### src/rtl/rfb_pkg.sv
// Operation
// - Base field compares address bits 20-31; low bits ignored for big blocks.
// - Power-up or local reset loads block A base with ff0.
// - Power-up or local reset loads block B base with ff4.
// - Size code doubles 1MB at 000 to 64MB at 110; 111 reserved.
// - Wide flag clear: two 8-bit devices; set: 32-bit pair or 64-bit.
// - Block A wide flag follows its strap at power-up; not writable.
// - Top range goes to neither, A when only A set, B whenever B set.
// - A only selected: first megabyte of A also answers in top range.
// - B selected: first megabyte of B also answers in top range.
// - Block A vector select loads from its strap at power-up.
// - Base range claimed only when enabled; all reads terminate normally.
// - Narrow: only byte writes; wide: only aligned words; others unanswered.
// - Valid write terminates; reaches the device only when write enabled.
// - Block B wide flag and vector select load inverted straps.
// - Block B enable and write enable gate like block A.
package rfb_pkg;
  localparam logic [31:0] ADDR_CFG_A   = 32'hfef80050;
  localparam logic [31:0] ADDR_CFG_B   = 32'hfef80058;
  localparam int          BASE_MSB     = 31;
  localparam int          BASE_LSB     = 20;
  localparam int          SIZ_MSB      = 18;
  localparam int          SIZ_LSB      = 16;
  localparam int          BIT_WIDE     = 8;
  localparam int          BIT_VSEL     = 2;
  localparam int          BIT_EN       = 1;
  localparam int          BIT_WE       = 0;
  localparam logic [11:0] BASE_A_RST   = 12'hff0;
  localparam logic [11:0] BASE_B_RST   = 12'hff4;
  localparam logic [2:0]  SIZ_RST      = 3'h0;
  localparam logic [2:0]  SIZ_RESERVED = 3'h7;
  localparam logic [11:0] TOP_RANGE    = 12'hfff;
  localparam logic [5:0]  XFER_BYTE    = 6'h01;
  localparam logic [5:0]  XFER_WORD    = 6'h04;
  localparam logic [1:0]  STRAP_WAIT   = 2'h2;
endpackage : rfb_pkg

### src/rtl/rfb_block_dec.sv
`timescale 1ns/1ps
`default_nettype none
module rfb_block_dec (
  input  wire logic [31:0] addr,
  input  wire logic [11:0] base,
  input  wire logic [2:0]  siz,
  input  wire logic        en,
  input  wire logic        vec_on,
  output logic             hit,
  output logic             top_hit,
  output logic [25:0]      offset
);
  logic [11:0] cmp_mask;
  logic [25:0] off_mask;
  logic        base_hit;
  logic        in_top;

  assign cmp_mask = 12'hfff << siz;
  assign off_mask = ~(26'h3f00000 << siz);
  assign base_hit = (((addr[31:20] ^ base) & cmp_mask) == 12'h000)
                    && (siz != rfb_pkg::SIZ_RESERVED)
                    && en;
  assign in_top   = addr[31:20] == rfb_pkg::TOP_RANGE;
  assign top_hit  = vec_on && in_top;
  assign hit      = base_hit || top_hit;
  assign offset   = top_hit ? {6'h00, addr[19:0]} : (addr[25:0] & off_mask);
endmodule : rfb_block_dec
`default_nettype wire

### src/rtl/rfb_rom_decode.sv
`timescale 1ns/1ps
`default_nettype none
module rfb_rom_decode (
  input  wire logic        clk,
  input  wire logic        rst_n,
  input  wire logic        por_n,
  input  wire logic        strap_a_vector_pin,
  input  wire logic        strap_a_width_pin,
  input  wire logic        strap_b_vector_pin,
  input  wire logic        strap_b_width_pin,
  input  wire logic        bus_valid,
  input  wire logic [31:0] bus_addr,
  input  wire logic        bus_write,
  input  wire logic [5:0]  bus_size,
  input  wire logic [31:0] bus_wdata,
  output logic             bus_ack,
  output logic [31:0]      bus_rdata,
  output logic             dev_sel_a,
  output logic             dev_sel_b,
  output logic             dev_write,
  output logic             dev_wide,
  output logic [25:0]      dev_offset
);
  logic [3:0]  strap_s1;
  logic [3:0]  strap_s2;
  logic [1:0]  strap_cnt;
  logic        wide_a;
  logic        wide_b;
  logic        block_a_vector_select;
  logic        block_b_vector_select;
  logic [11:0] base_a;
  logic [11:0] base_b;
  logic [2:0]  siz_a;
  logic [2:0]  siz_b;
  logic        en_a;
  logic        en_b;
  logic        we_a;
  logic        we_b;

  logic        hit_a;
  logic        hit_b;
  logic        top_a;
  logic        top_b;
  logic [25:0] off_a;
  logic [25:0] off_b;
  logic        pick_a;
  logic        pick_b;
  logic        sel_wide;
  logic        sel_we;
  logic        wr_ok;
  logic        reg_a;
  logic        reg_b;
  logic        reg_wr_a;
  logic        reg_wr_b;
  logic        blk_ack;
  logic        next_ack;
  logic        next_dev_write;
  logic [31:0] cfg_a;
  logic [31:0] cfg_b;
  logic [31:0] next_rdata;
  logic        strap_take;

  // Strap pins through two flops
  always_ff @(posedge clk or negedge por_n) begin
    if (!por_n) begin
      strap_s1 <= 4'h0;
      strap_s2 <= 4'h0;
    end else begin
      strap_s1 <= {strap_b_width_pin, strap_b_vector_pin,
                   strap_a_width_pin, strap_a_vector_pin};
      strap_s2 <= strap_s1;
    end
  end

  assign strap_take = strap_cnt == rfb_pkg::STRAP_WAIT;

  always_ff @(posedge clk or negedge por_n) begin
    if (!por_n) begin
      strap_cnt <= 2'h0;
    end else if (strap_cnt != 2'h3) begin
      strap_cnt <= strap_cnt + 2'h1;
    end
  end

  always_ff @(posedge clk or negedge por_n) begin
    if (!por_n) begin
      wide_a <= 1'b0;
      wide_b <= 1'b0;
    end else if (strap_take) begin
      wide_a <= strap_s2[1];
      wide_b <= ~strap_s2[3];
    end
  end

  assign cfg_a = {base_a, 1'b0, siz_a, 7'h00, wide_a, 5'h00,
                  block_a_vector_select, en_a, we_a};
  assign cfg_b = {base_b, 1'b0, siz_b, 7'h00, wide_b, 5'h00,
                  block_b_vector_select, en_b, we_b};

  assign reg_a    = bus_valid && (bus_addr == rfb_pkg::ADDR_CFG_A);
  assign reg_b    = bus_valid && (bus_addr == rfb_pkg::ADDR_CFG_B);
  assign reg_wr_a = reg_a && bus_write;
  assign reg_wr_b = reg_b && bus_write;

  always_ff @(posedge clk or negedge por_n) begin
    if (!por_n) begin
      block_a_vector_select <= 1'b0;
      block_b_vector_select <= 1'b0;
    end else if (strap_take) begin
      block_a_vector_select <= strap_s2[0];
      block_b_vector_select <= ~strap_s2[2];
    end else begin
      if (reg_wr_a) begin
        block_a_vector_select <= bus_wdata[rfb_pkg::BIT_VSEL];
      end
      if (reg_wr_b) begin
        block_b_vector_select <= bus_wdata[rfb_pkg::BIT_VSEL];
      end
    end
  end

  always_ff @(posedge clk or negedge rst_n) begin
    if (!rst_n) begin
      base_a <= rfb_pkg::BASE_A_RST;
      siz_a  <= rfb_pkg::SIZ_RST;
      en_a   <= 1'b0;
      we_a   <= 1'b0;
    end else if (reg_wr_a) begin
      base_a <= bus_wdata[rfb_pkg::BASE_MSB:rfb_pkg::BASE_LSB];
      siz_a  <= bus_wdata[rfb_pkg::SIZ_MSB:rfb_pkg::SIZ_LSB];
      en_a   <= bus_wdata[rfb_pkg::BIT_EN];
      we_a   <= bus_wdata[rfb_pkg::BIT_WE];
    end
  end

  always_ff @(posedge clk or negedge rst_n) begin
    if (!rst_n) begin
      base_b <= rfb_pkg::BASE_B_RST;
      siz_b  <= rfb_pkg::SIZ_RST;
      en_b   <= 1'b0;
      we_b   <= 1'b0;
    end else if (reg_wr_b) begin
      base_b <= bus_wdata[rfb_pkg::BASE_MSB:rfb_pkg::BASE_LSB];
      siz_b  <= bus_wdata[rfb_pkg::SIZ_MSB:rfb_pkg::SIZ_LSB];
      en_b   <= bus_wdata[rfb_pkg::BIT_EN];
      we_b   <= bus_wdata[rfb_pkg::BIT_WE];
    end
  end

  // A alias only while B clear
  rfb_block_dec u_dec_a (
    .addr    (bus_addr),
    .base    (base_a),
    .siz     (siz_a),
    .en      (en_a),
    .vec_on  (block_a_vector_select && !block_b_vector_select),
    .hit     (hit_a),
    .top_hit (top_a),
    .offset  (off_a)
  );

  rfb_block_dec u_dec_b (
    .addr    (bus_addr),
    .base    (base_b),
    .siz     (siz_b),
    .en      (en_b),
    .vec_on  (block_b_vector_select),
    .hit     (hit_b),
    .top_hit (top_b),
    .offset  (off_b)
  );

  // Vector alias beats a base match; otherwise A first
  assign pick_a   = hit_a && !top_b && !reg_a && !reg_b;
  assign pick_b   = hit_b && !pick_a && !reg_a && !reg_b;
  assign sel_wide = pick_b ? wide_b : wide_a;
  assign sel_we   = pick_b ? we_b : we_a;

  assign wr_ok = sel_wide ? ((bus_size == rfb_pkg::XFER_WORD)
                             && (bus_addr[1:0] == 2'h0))
                          : (bus_size == rfb_pkg::XFER_BYTE);

  assign blk_ack  = bus_valid && (pick_a || pick_b)
                    && (!bus_write || wr_ok);
  assign next_ack = blk_ack || reg_a || reg_b;
  assign next_dev_write = blk_ack && bus_write && sel_we;
  assign next_rdata = reg_a ? cfg_a : (reg_b ? cfg_b : 32'h00000000);

  always_ff @(posedge clk or negedge rst_n) begin
    if (!rst_n) begin
      bus_ack    <= 1'b0;
      bus_rdata  <= 32'h00000000;
      dev_sel_a  <= 1'b0;
      dev_sel_b  <= 1'b0;
      dev_write  <= 1'b0;
      dev_wide   <= 1'b0;
      dev_offset <= 26'h0000000;
    end else begin
      bus_ack    <= next_ack;
      bus_rdata  <= next_rdata;
      dev_sel_a  <= blk_ack && pick_a;
      dev_sel_b  <= blk_ack && pick_b;
      dev_write  <= next_dev_write;
      dev_wide   <= sel_wide;
      dev_offset <= pick_b ? off_b : off_a;
    end
  end
endmodule : rfb_rom_decode
`default_nettype wire

### config.mk
export PLATFORM = sky130hd
export DESIGN_NAME = rfb_rom_decode
export DESIGN_NICKNAME = d
export VERILOG_FILES = /design/src/rtl/rfb_pkg.sv /design/src/rtl/rfb_block_dec.sv /design/src/rtl/rfb_rom_decode.sv
export SDC_FILE = /design/constraint.sdc
export NUM_CORES = 1
export LEC_CHECK = 0
export BUFFER_PORTS_ARGS = -buffer_cell sky130_fd_sc_hd__buf_2
export CAP_MARGIN = 0
export CORE_MARGIN = 3
export CORE_UTILIZATION = 40
export DETAILED_ROUTE_END_ITERATION = 10
export HOLD_SLACK_MARGIN = 0.06
export PLACE_DENSITY = 0.68
export SLEW_MARGIN = 20
export SYNTH_ARGS = -nofsm -noshare
export SYNTH_HDL_FRONTEND = slang
export SYNTH_SLANG_ARGS = --single-unit
### constraint.sdc
create_clock -name clk -period 2.71 [get_ports clk]
set_clock_uncertainty 0.1 [all_clocks]
set_input_delay 0.1355 -clock clk [delete_from_list [all_inputs] [get_ports clk]]
set_output_delay 0.1355 -clock clk [all_outputs]
set_load 0.05 [all_outputs]
Word-level counts from Yosys, hierarchy flattened
Cells that the tools add are included.
Cells by class
  div/mod/pow operators: 0
  multipliers: 0
  shift-type cells: 4
  equal/unequal tests: 9
  $lt $le $gt $ge: 0
  $add $sub $neg: 1
  bitwise gates (word level): 10
  muxes and demuxes: 12
  reductions and logical operators: 41
Operators with widths (count)
  26-bit two-way mux: 3
  32-bit equality test (second input constant): 2
  32-bit two-way mux: 2
  26-bit AND: 2
  26-bit inverter: 2
  26-bit by 3-bit << shifter with 26-bit output (first input constant): 2
  12-bit AND: 2
  1-bit logical AND: 24
  12-bit logical NOT: 2
  12-bit by 3-bit << shifter with 12-bit output (first input constant): 2
  12-bit XOR: 2
  12-bit equality test (second input constant): 1
  1-bit two-way mux: 7
  6-bit by 1-bit equality test with 1-bit output (second input constant): 1
  6-bit by 3-bit equality test with 1-bit output (second input constant): 1
  1-bit logical NOT: 6
  1-bit logical OR: 6
  3-bit != test (second input constant): 2
  2-bit nonzero test: 2
  2-bit by 1-bit adder with 2-bit output (second input constant): 1
  2-bit equality test (second input constant): 1
  2-bit logical NOT: 1
  2-bit != test (second input constant): 1
  1-bit inverter: 2
Word-level totals
  memory bits (writable): 0
  memories kept: 0
  bits in read-only memories: 0
  bits of input ports: 79
  logic and storage cells: 99
  bits in latches: 0
  register bits: 111

Longest topological paths before layout
Gate-level depths: netlist (run 1).
  depth in word-level cells: 19
  mapped depth: 10
  mapped depth without buffers: 7

Modules after synthesis
Synthesis (run 1) repeated with hierarchy kept, for this count alone.
Unflattened totals
  cells, all modules: 395
  area total of the unflattened synthesis: 4865.9 um^2
Modules (own cells, without submodules)
  rfb_rom_decode: area an instance 3975.1 um^2, cells each 273, times used 1
  rfb_block_dec: area an instance 445.4 um^2, cells each 61, times used 2

Worst setup path before layout (run 1)
No wires, ideal clock.
  kind: input -> register
  start point: in bus_addr[1]
  end point: reg dev_offset[24]
  data arrival time: 2.426 ns
  data required time: 2.544 ns
  buffers on the path: 2
  stages: 9
  library setup time: 0.066 ns
  setup slack: 0.118 ns
  cell sequence: or2_2 or4_1 or4_1 buf_2 o211a_2 or4_1 buf_2 o32ai_2 and2_1
Between the ends
  word-level cells in the longest chain between the ends: 10
  elaborated cells between the ends (all ways): 13
Ends and longest elaborated chain
  from (decl): line rfb_rom_decode.sv:12  | input wire logic [31:0] bus_addr,
  32-bit equality test: line rfb_rom_decode.sv:100  | assign reg_a = bus_valid && (bus_addr == rfb_pkg::ADDR_CFG_A);
  1-bit logical AND: line rfb_rom_decode.sv:100
  1-bit logical NOT: line rfb_rom_decode.sv:174, rfb_rom_decode.sv:175
  1-bit logical AND (2 in a row): line rfb_rom_decode.sv:174  | assign pick_a = hit_a && !top_b && !reg_a && !reg_b;
  1-bit logical NOT: line rfb_rom_decode.sv:175  | assign pick_b = hit_b && !pick_a && !reg_a && !reg_b;
  1-bit logical AND (2 in a row): line rfb_rom_decode.sv:175
  1-bit logical AND (*): line rfb_rom_decode.sv:175
  26-bit two-way mux (*): line rfb_rom_decode.sv:205  | dev_offset <= pick_b ? off_b : off_a;
  to (signal assigned): line rfb_rom_decode.sv:205
  to (decl): line rfb_rom_decode.sv:22  | output logic [25:0] dev_offset
Every way passes the cells marked *; elsewhere a longest branch is shown, timed or not.
A chain may end at the register's enable or synchronous reset.

Worst setup path after layout (run 1)
  start point: in bus_addr[13]
  end point: reg dev_offset[24]
The elaborated chain is that of the path after synthesis.

==> flow_summary_export.csv, run 1 <==
group,metric,value,unit
status,status,"finished, final reports clean",
critical_path,worst-path-max-fanout,4,
pwr,p_total,2880,uW
logic_synthesis,synth_top_family_by_area,"multiplexers",
pwr,p_int,2170,uW
floorplan,initial_utilization,0.421,
place,gp_congestion,0.963,
pwr,power.share.switching,0.247,
pwr,pwr-share-comb,0.118,
cts,clk_latency,370,ps
route,viasPerCell,4.87,
cts,cts_root_buf,"clkbuf_8",
pwr,irDropWorstVdd,0.290,mV
logic_synthesis,synth_ff_type,"dfrtp_1",
pwr,p_leak,0.00284,uW
logic_synthesis,syn_avg_cell_area,12.6,um^2
sta,drv_slew,0,
logic_synthesis,synth-simple-area-share,0.106,
floorplan,die_y,109,um
sta,finalSetupViolations,0,
floorplan,die_w,109,um
cts,htree_levels,3,
sta,tightest_slew,758,ps
grt,grt-ovfl-total,0,
floorplan,rows,36,
grt,track_usage,0.183,
floorplan,io_pins,142,
sta,fmax,381,MHz
critical_path,startpoint_type,"input port",
grt,grt_antenna_before_repair,0,
logic_synthesis,ys_seq_area_frac,0.588,
critical_path,crit_start,"bus_addr[13]",
pwr,clock_power_share,0.362,
sta,hold_violations,0,
finish,layout_commonest_cell,"buf_2",
job,maxCapViolations,0,
logic_synthesis,synthXorXnorAreaFrac,0.0520,
cts,cts.clk_slew.worst_paths,90,ps
critical_path,r2r_start,"base_b[7]",
grt,grt_pass1_wl,16600,um
logic_synthesis,yosysWarnings,0,
pwr,p_seq_frac,0.520,
route,via_count,3232,
finish,insertedDiodeCount,0,
route,postRouteWirelength,10200,um
finish,drive_above_1_share,0.434,
logic_synthesis,ys_types,47,
cts,cts_tree,"built",
finish,nFillCells,847,
finish,final_nets,606,
route,ant_nets,0,
place,hpwl,7190,um
sta,rsz0062_at_grt,"no",
cts,cts_made_buffers,9,
cts,cts_buffer_depth,2,
critical_path,crit_required,2910,ps
sta,whs,77.1,ps
cts,clkSinkCount,98,
logic_synthesis,synth_compound_area_frac,0.0601,
logic_synthesis,synthMuxAreaShare,0.149,
logic_synthesis,ys_async_sr_fraction,1.00,
logic_synthesis,netlist_area,4210,um^2
critical_path,end_kind,"flop",
route,drt_iter0_drc,104,
finish,area_delta_synth_final,39.7,%
logic_synthesis,synthCells,335,
pwr,power_density,490,nW/um^2
critical_path,r2r_cells,7,
sta,post-route-min-period,2620,ps
route,route.detailed.drc,0,
logic_synthesis,synth-seq-cells,98,
route,wl_per_cell,15.3,um
floorplan,die_area,11800,um^2
finish,mostFrequentLayoutCells,"buf_2, dfrtp_1, dlygate4sd3_1",
sta,relSlewSlack,0.494,
pwr,p_switching,711,uW
critical_path,worstSetupPathType,"input port to flop",
critical_path,critical_path_arrival,2830,ps
sta,post-route-period-util,0.968,
grt,grt_max_degree,85,
logic_synthesis,synthAdderAreaFrac,0.00595,
place,port_buffers,114,
route,drt_pass1_iterations,4,
worst_hold_path,hp-class,"input port to async pin",
grt,grt_pass1_vias,3379,
logic_synthesis,synth_edf_count,0,
floorplan,coreArea,10000,um^2
registers in the layout, summed over array words and instances, names as in the netlist:
register               cells
dev_offset                26
bus_rdata                 19
base_a                    12
base_b                    12
strap_s1                   4
strap_s2                   4
siz_a                      3
siz_b                      3
strap_cnt                  2
block_a_vector_select      1
block_b_vector_select      1
bus_ack                    1
dev_sel_a                  1
dev_sel_b                  1
dev_wide                   1
dev_write                  1
en_a                       1
en_b                       1
we_a                       1
we_b                       1
wide_a                     1
wide_b                     1
synthesized netlist by cell type, types with 2 or more instances:
library cell | n | area share
or2_2 | 2 | 0.0030
clkbuf_1 | 8 | 0.0071
a22o_1 | 3 | 0.0062
inv_1 | 4 | 0.0036
ha_1 | 2 | 0.0059
xor2_1 | 11 | 0.023
nor4_1 | 9 | 0.013
a21oi_1 | 8 | 0.0095
dfstp_2 | 17 | 0.11
o2111ai_1 | 2 | 0.0042
o21a_1 | 5 | 0.0089
mux2i_1 | 21 | 0.050
mux2_2 | 37 | 0.099
o21ai_0 | 4 | 0.0048
nor3_1 | 4 | 0.0048
xnor2_1 | 14 | 0.029
or4_1 | 6 | 0.011
buf_4 | 13 | 0.023
dfrtp_1 | 81 | 0.48
nor2_1 | 35 | 0.031
nand4_1 | 5 | 0.0074
buf_2 | 3 | 0.0036
nand3_1 | 4 | 0.0048
nor4b_1 | 2 | 0.0042
nand2_1 | 13 | 0.012
path summary, 6_finish.rpt:
| path | to | slack (ps) |
|---|---|---|
| worst max-delay path | dev_offset[24] | 90 |
| worst min-delay path | strap_cnt[1] | 80 |
| worst max register to register | dev_write | 200 |
| worst min register to register | strap_s2[2] | 260 |
| max in group asynchronous | bus_rdata[26] | 1700 |
| min in group clk | dev_offset[24] | 100 |
kinds of logic (layout without fill, tap and decap cells):
logic type	Yosys count	in the layout
flip-flops	98	98
AND/OR/NAND/NOR	88	88
multiplexers	58	58
AO/OA/AOI/OAI	34	34
buffers and inverters	29	212
XOR/XNOR	25	25
adder cells (fa/ha/maj)	2	2
other	1	13
per-stage QoR:
step / cells / instance area, um^2 / setup TNS, ps / setup slack [ps] / util
after global placement: 598 / 5060 / -102 / -29.5 / 0.506
after CTS: 665 / 5810 / 0 / 15.9 / 0.581
after global routing: 663 / 5880 / 0 / 2.65 / 0.588
after floorplan: 347 / 4250 / 0 / 118 / -
final: 663 / 5880 / 0 / 86.2 / 0.588
after detailed placement: 598 / 5060 / -394 / -56.9 / 0.506
final cells by class:
type,count,area [um^2],share of cell area
Timing Repair Buffer,192,1300,0.222
Inverter,4,15.0,0.00255
Clock inverter,6,90.1,0.0153
Clock buffer,10,138,0.0234
Multi-Input combinational cell,220,1690,0.288
Sequential cell,98,2470,0.421
Tap cell,133,166,0.0283
what timing repair did:
action / CTS / global route
endpoints found under the setup margin: 5 / 11
hold endpoints to repair: 153 / 0
buffers inserted: 0 / 1
gates resized for setup: 2 / 14
gates cloned: 0 / 0
hold buffers: 51 / 0
pin swaps: 0 / 4
critical path, cell delays in order:
cell           delay, ps
dlygate4sd3_1        590
or4_4                530
or4_4                500
o211a_4              180
or4_4                550
o32ai_2              200
and2_1               150
power groups by stage:
stage                     sequential, uW  clock (uW)  combinational, uW
final                               1500        1040                341
after global routing                1500        1150                367
after CTS                           1500        1070                340
after detailed placement            1520           0                282
after global placement              1520           0                278
after floorplan                     1580           0                104
per-layer routing:
layer,GRT usage,vias up,part of all wire,routed length (um)
met5,0,-,0,0
met2,0.307,94,0.50,5080
met4,0.0739,0,0.023,234
li1,-,1535,-,-
met1,0.232,1581,0.43,4330
met3,0.0376,22,0.051,514
Power figures use the tool's default switching activity.
==> run 2: changes to the inputs <==
--- a/config.mk
+++ b/config.mk
@@ -10,9 +10,9 @@
 export CORE_MARGIN = 3
 export CORE_UTILIZATION = 40
 export DETAILED_ROUTE_END_ITERATION = 10
+export GPL_TIMING_DRIVEN = 0
 export HOLD_SLACK_MARGIN = 0.06
 export PLACE_DENSITY = 0.68
-export SLEW_MARGIN = 20
 export SYNTH_ARGS = -nofsm -noshare
 export SYNTH_HDL_FRONTEND = slang
 export SYNTH_SLANG_ARGS = --single-unit
==> flow_summary_export.csv, run 2 (synthesis gave the netlist of run 1 again) <==
group,metric,value,unit
status,status,"finished, final reports clean",
pwr,irDropWorstVdd,0.307,mV
grt,track_usage,0.184,
pwr,pwr-share-comb,0.121,
finish,layout_commonest_cell,"buf_2",
pwr,power_density,493,nW/um^2
cts,htree_levels,3,
finish,final_nets,603,
route,drt_pass1_iterations,4,
worst_hold_path,hp-class,"input port to async pin",
route,wl_met2,5200,um
grt,grt_antenna_before_repair,0,
grt,grt_pass1_wl,16500,um
finish,mostFrequentLayoutCells,"buf_2, dfrtp_1, dlygate4sd3_1",
finish,largest_reg_flops,26,
sta,finalSetupViolations,0,
critical_path,crit_required,2860,ps
critical_path,r2r-end,"dev_wide",
finish,drive_above_1_share,0.427,
floorplan,initial_utilization,0.421,
critical_path,startpoint_type,"flop",
place,pre_cts_slack,-700,ps
route,postRouteWirelength,10400,um
route,drt-met1-wl,4570,um
sta,fin_ws,52.7,ps
floorplan,die_w,109,um
finish,multi_input_area,1710,um^2
route,drt_iter0_drc,122,
sta,drv_slew,0,
place,gp_congestion,0.856,
finish,insertedDiodeCount,0,
sta,post-route-period-util,0.981,
finish,seq_area,2480,um^2
finish,largest_register,"dev_offset",
place,place_area,5010,um^2
cts,cts.clk_slew.worst_paths,100,ps
pwr,clock_power_share,0.360,
finish,reg_top3,"dev_offset x26, bus_rdata x19",
critical_path,slowest_delay,720,ps
route,route.detailed.drc,0,
cts,cts_tree,"built",
route,viasPerCell,4.82,
pwr,p_switching,729,uW
cts,cts_buffer_depth,2,
route,via_count,3181,
critical_path,path_cells,"xnor2_1 > nand4_1 > or4b_2 > a211oi_2 > nand2_2 > buf_4 > mux2_2",
floorplan,coreArea,10000,um^2
cts,cts_made_buffers,9,
critical_path,worstSetupPathType,"flop to flop",
cts,clkSinkCount,98,
route,ant_nets,0,
sta,relSlewSlack,0.414,
grt,grt_max_degree,56,
sta,post-route-min-period,2660,ps
grt,grt-ovfl-total,0,
floorplan,io_pins,142,
pwr,power.share.switching,0.253,
sta,hold_violations,0,
critical_path,r2r_cells,7,
critical_path,rrSetupSlack,50,ps
sta,tightest_slew,871,ps
place,hpwl,7600,um
cts,clk_latency,370,ps
pwr,p_int,2160,uW
critical_path,worst-path-max-fanout,3,
finish,area_delta_synth_final,39.0,%
route,dr_wl_met3,463,um
place,port_buffers,113,
floorplan,rows,36,
finish,final_area,5850,um^2
critical_path,critical_path_arrival,2810,ps
pwr,p_leak,0.00279,uW
cts,cts_root_buf,"clkbuf_8",
sta,fmax,376,MHz
finish,nFillCells,857,
pwr,p_seq_frac,0.519,
floorplan,die_area,11800,um^2
route,wl_per_cell,15.8,um
critical_path,crit_slowest_cell,"or4b_2",
floorplan,die_y,109,um
critical_path,r2r_start,"base_b[7]",
route,maxUsedRoutingLayer,"met4",
critical_path,end_kind,"flop",
grt,grt_pass1_vias,3293,
job,maxCapViolations,0,
run 2: changes by cell type in the layout (fill, tap and decap cells not counted), moves of 2 or more:
cell      before  now
dfrtp_2        0    2
buf_4         29   18
inv_6          0    3
buf_6          2    0
buf_2        110  113
or4_1          3    6
or4_4          3    0
dfrtp_1       81   79
clkinv_4       2    0
clkbuf_1       0    5
nor4_2         2    4
nor4_1         7    5
run 2: worst max-delay path by stage:
stage	from	slack, ps	endpoint	cells past startpoint
6_report	base_b[7]	50	dev_wide	7
5_1_grt	bus_addr[21]	-3	dev_offset[24]	10
4_1_cts	base_b[7]	0.3	dev_write	8
3_5_place_dp	bus_addr[21]	-700	base_a[2]	8
3_3_place_gp	bus_addr[21]	-630	base_a[3]	8
2_1_floorplan	bus_addr[1]	120	dev_offset[24]	9
run 2: power groups by stage:
stage / sequential [uW] / combinational [uW] / clock, uW
global placement: 1520 / 280 / 0
finish: 1500 / 350 / 1040
CTS: 1500 / 348 / 1070
global route: 1500 / 375 / 1140
detailed placement: 1520 / 289 / 0
floorplan: 1580 / 104 / 0
run 2: timing repair:
item / CTS / global route
endpoints found under the setup margin: 31 / 31
hold buffers: 51 / 0
pin swaps: 0 / 4
resized for setup: 6 / 15
hold endpoints to repair: 158 / 0
buffers inserted: 1 / 1
run 2: critical path, delay by kind of cell, from the launching register on:
family | cells | cell delay, ps
buf+inv | 1 | 190
compound gates | 1 | 260
flops | 1 | 560
simple gates | 3 | 1030
xor+xnor | 1 | 140
mux | 1 | 260
run 2: per-stage QoR:
step | hold WS (ps) | utilization | instances | total power [uW] | setup TNS, ps
3_3_place_gp | -68.2 | 0.498 | 593 | 1800 | -15070
5_1_grt | 98.4 | 0.585 | 660 | 3020 | -4.36
3_5_place_dp | -58.9 | 0.502 | 594 | 1810 | -16570
2_1_floorplan | -260 | - | 347 | 1690 | 0
4_1_cts | 65.2 | 0.579 | 660 | 2910 | 0
6_report | 77.5 | 0.585 | 660 | 2880 | 0
run 2: final cells by class:
type | count | area share
Multi-Input combinational cell | 220 | 0.292
Inverter | 4 | 0.00257
Sequential cell | 98 | 0.423
Tap cell | 133 | 0.0284
Buffer | 22 | 0.0240
Clock inverter | 7 | 0.0169
Timing Repair Buffer | 167 | 0.192
Clock buffer | 9 | 0.0212
run 2: per-layer routing:
| layer | vias to the layer above | global-route usage |
|---|---|---|
| li1 | 1533 | - |
| met4 | 0 | 0.0766 |
| met1 | 1546 | 0.237 |
| met2 | 88 | 0.309 |
| met3 | 14 | 0.0263 |
| met5 | - | 0 |
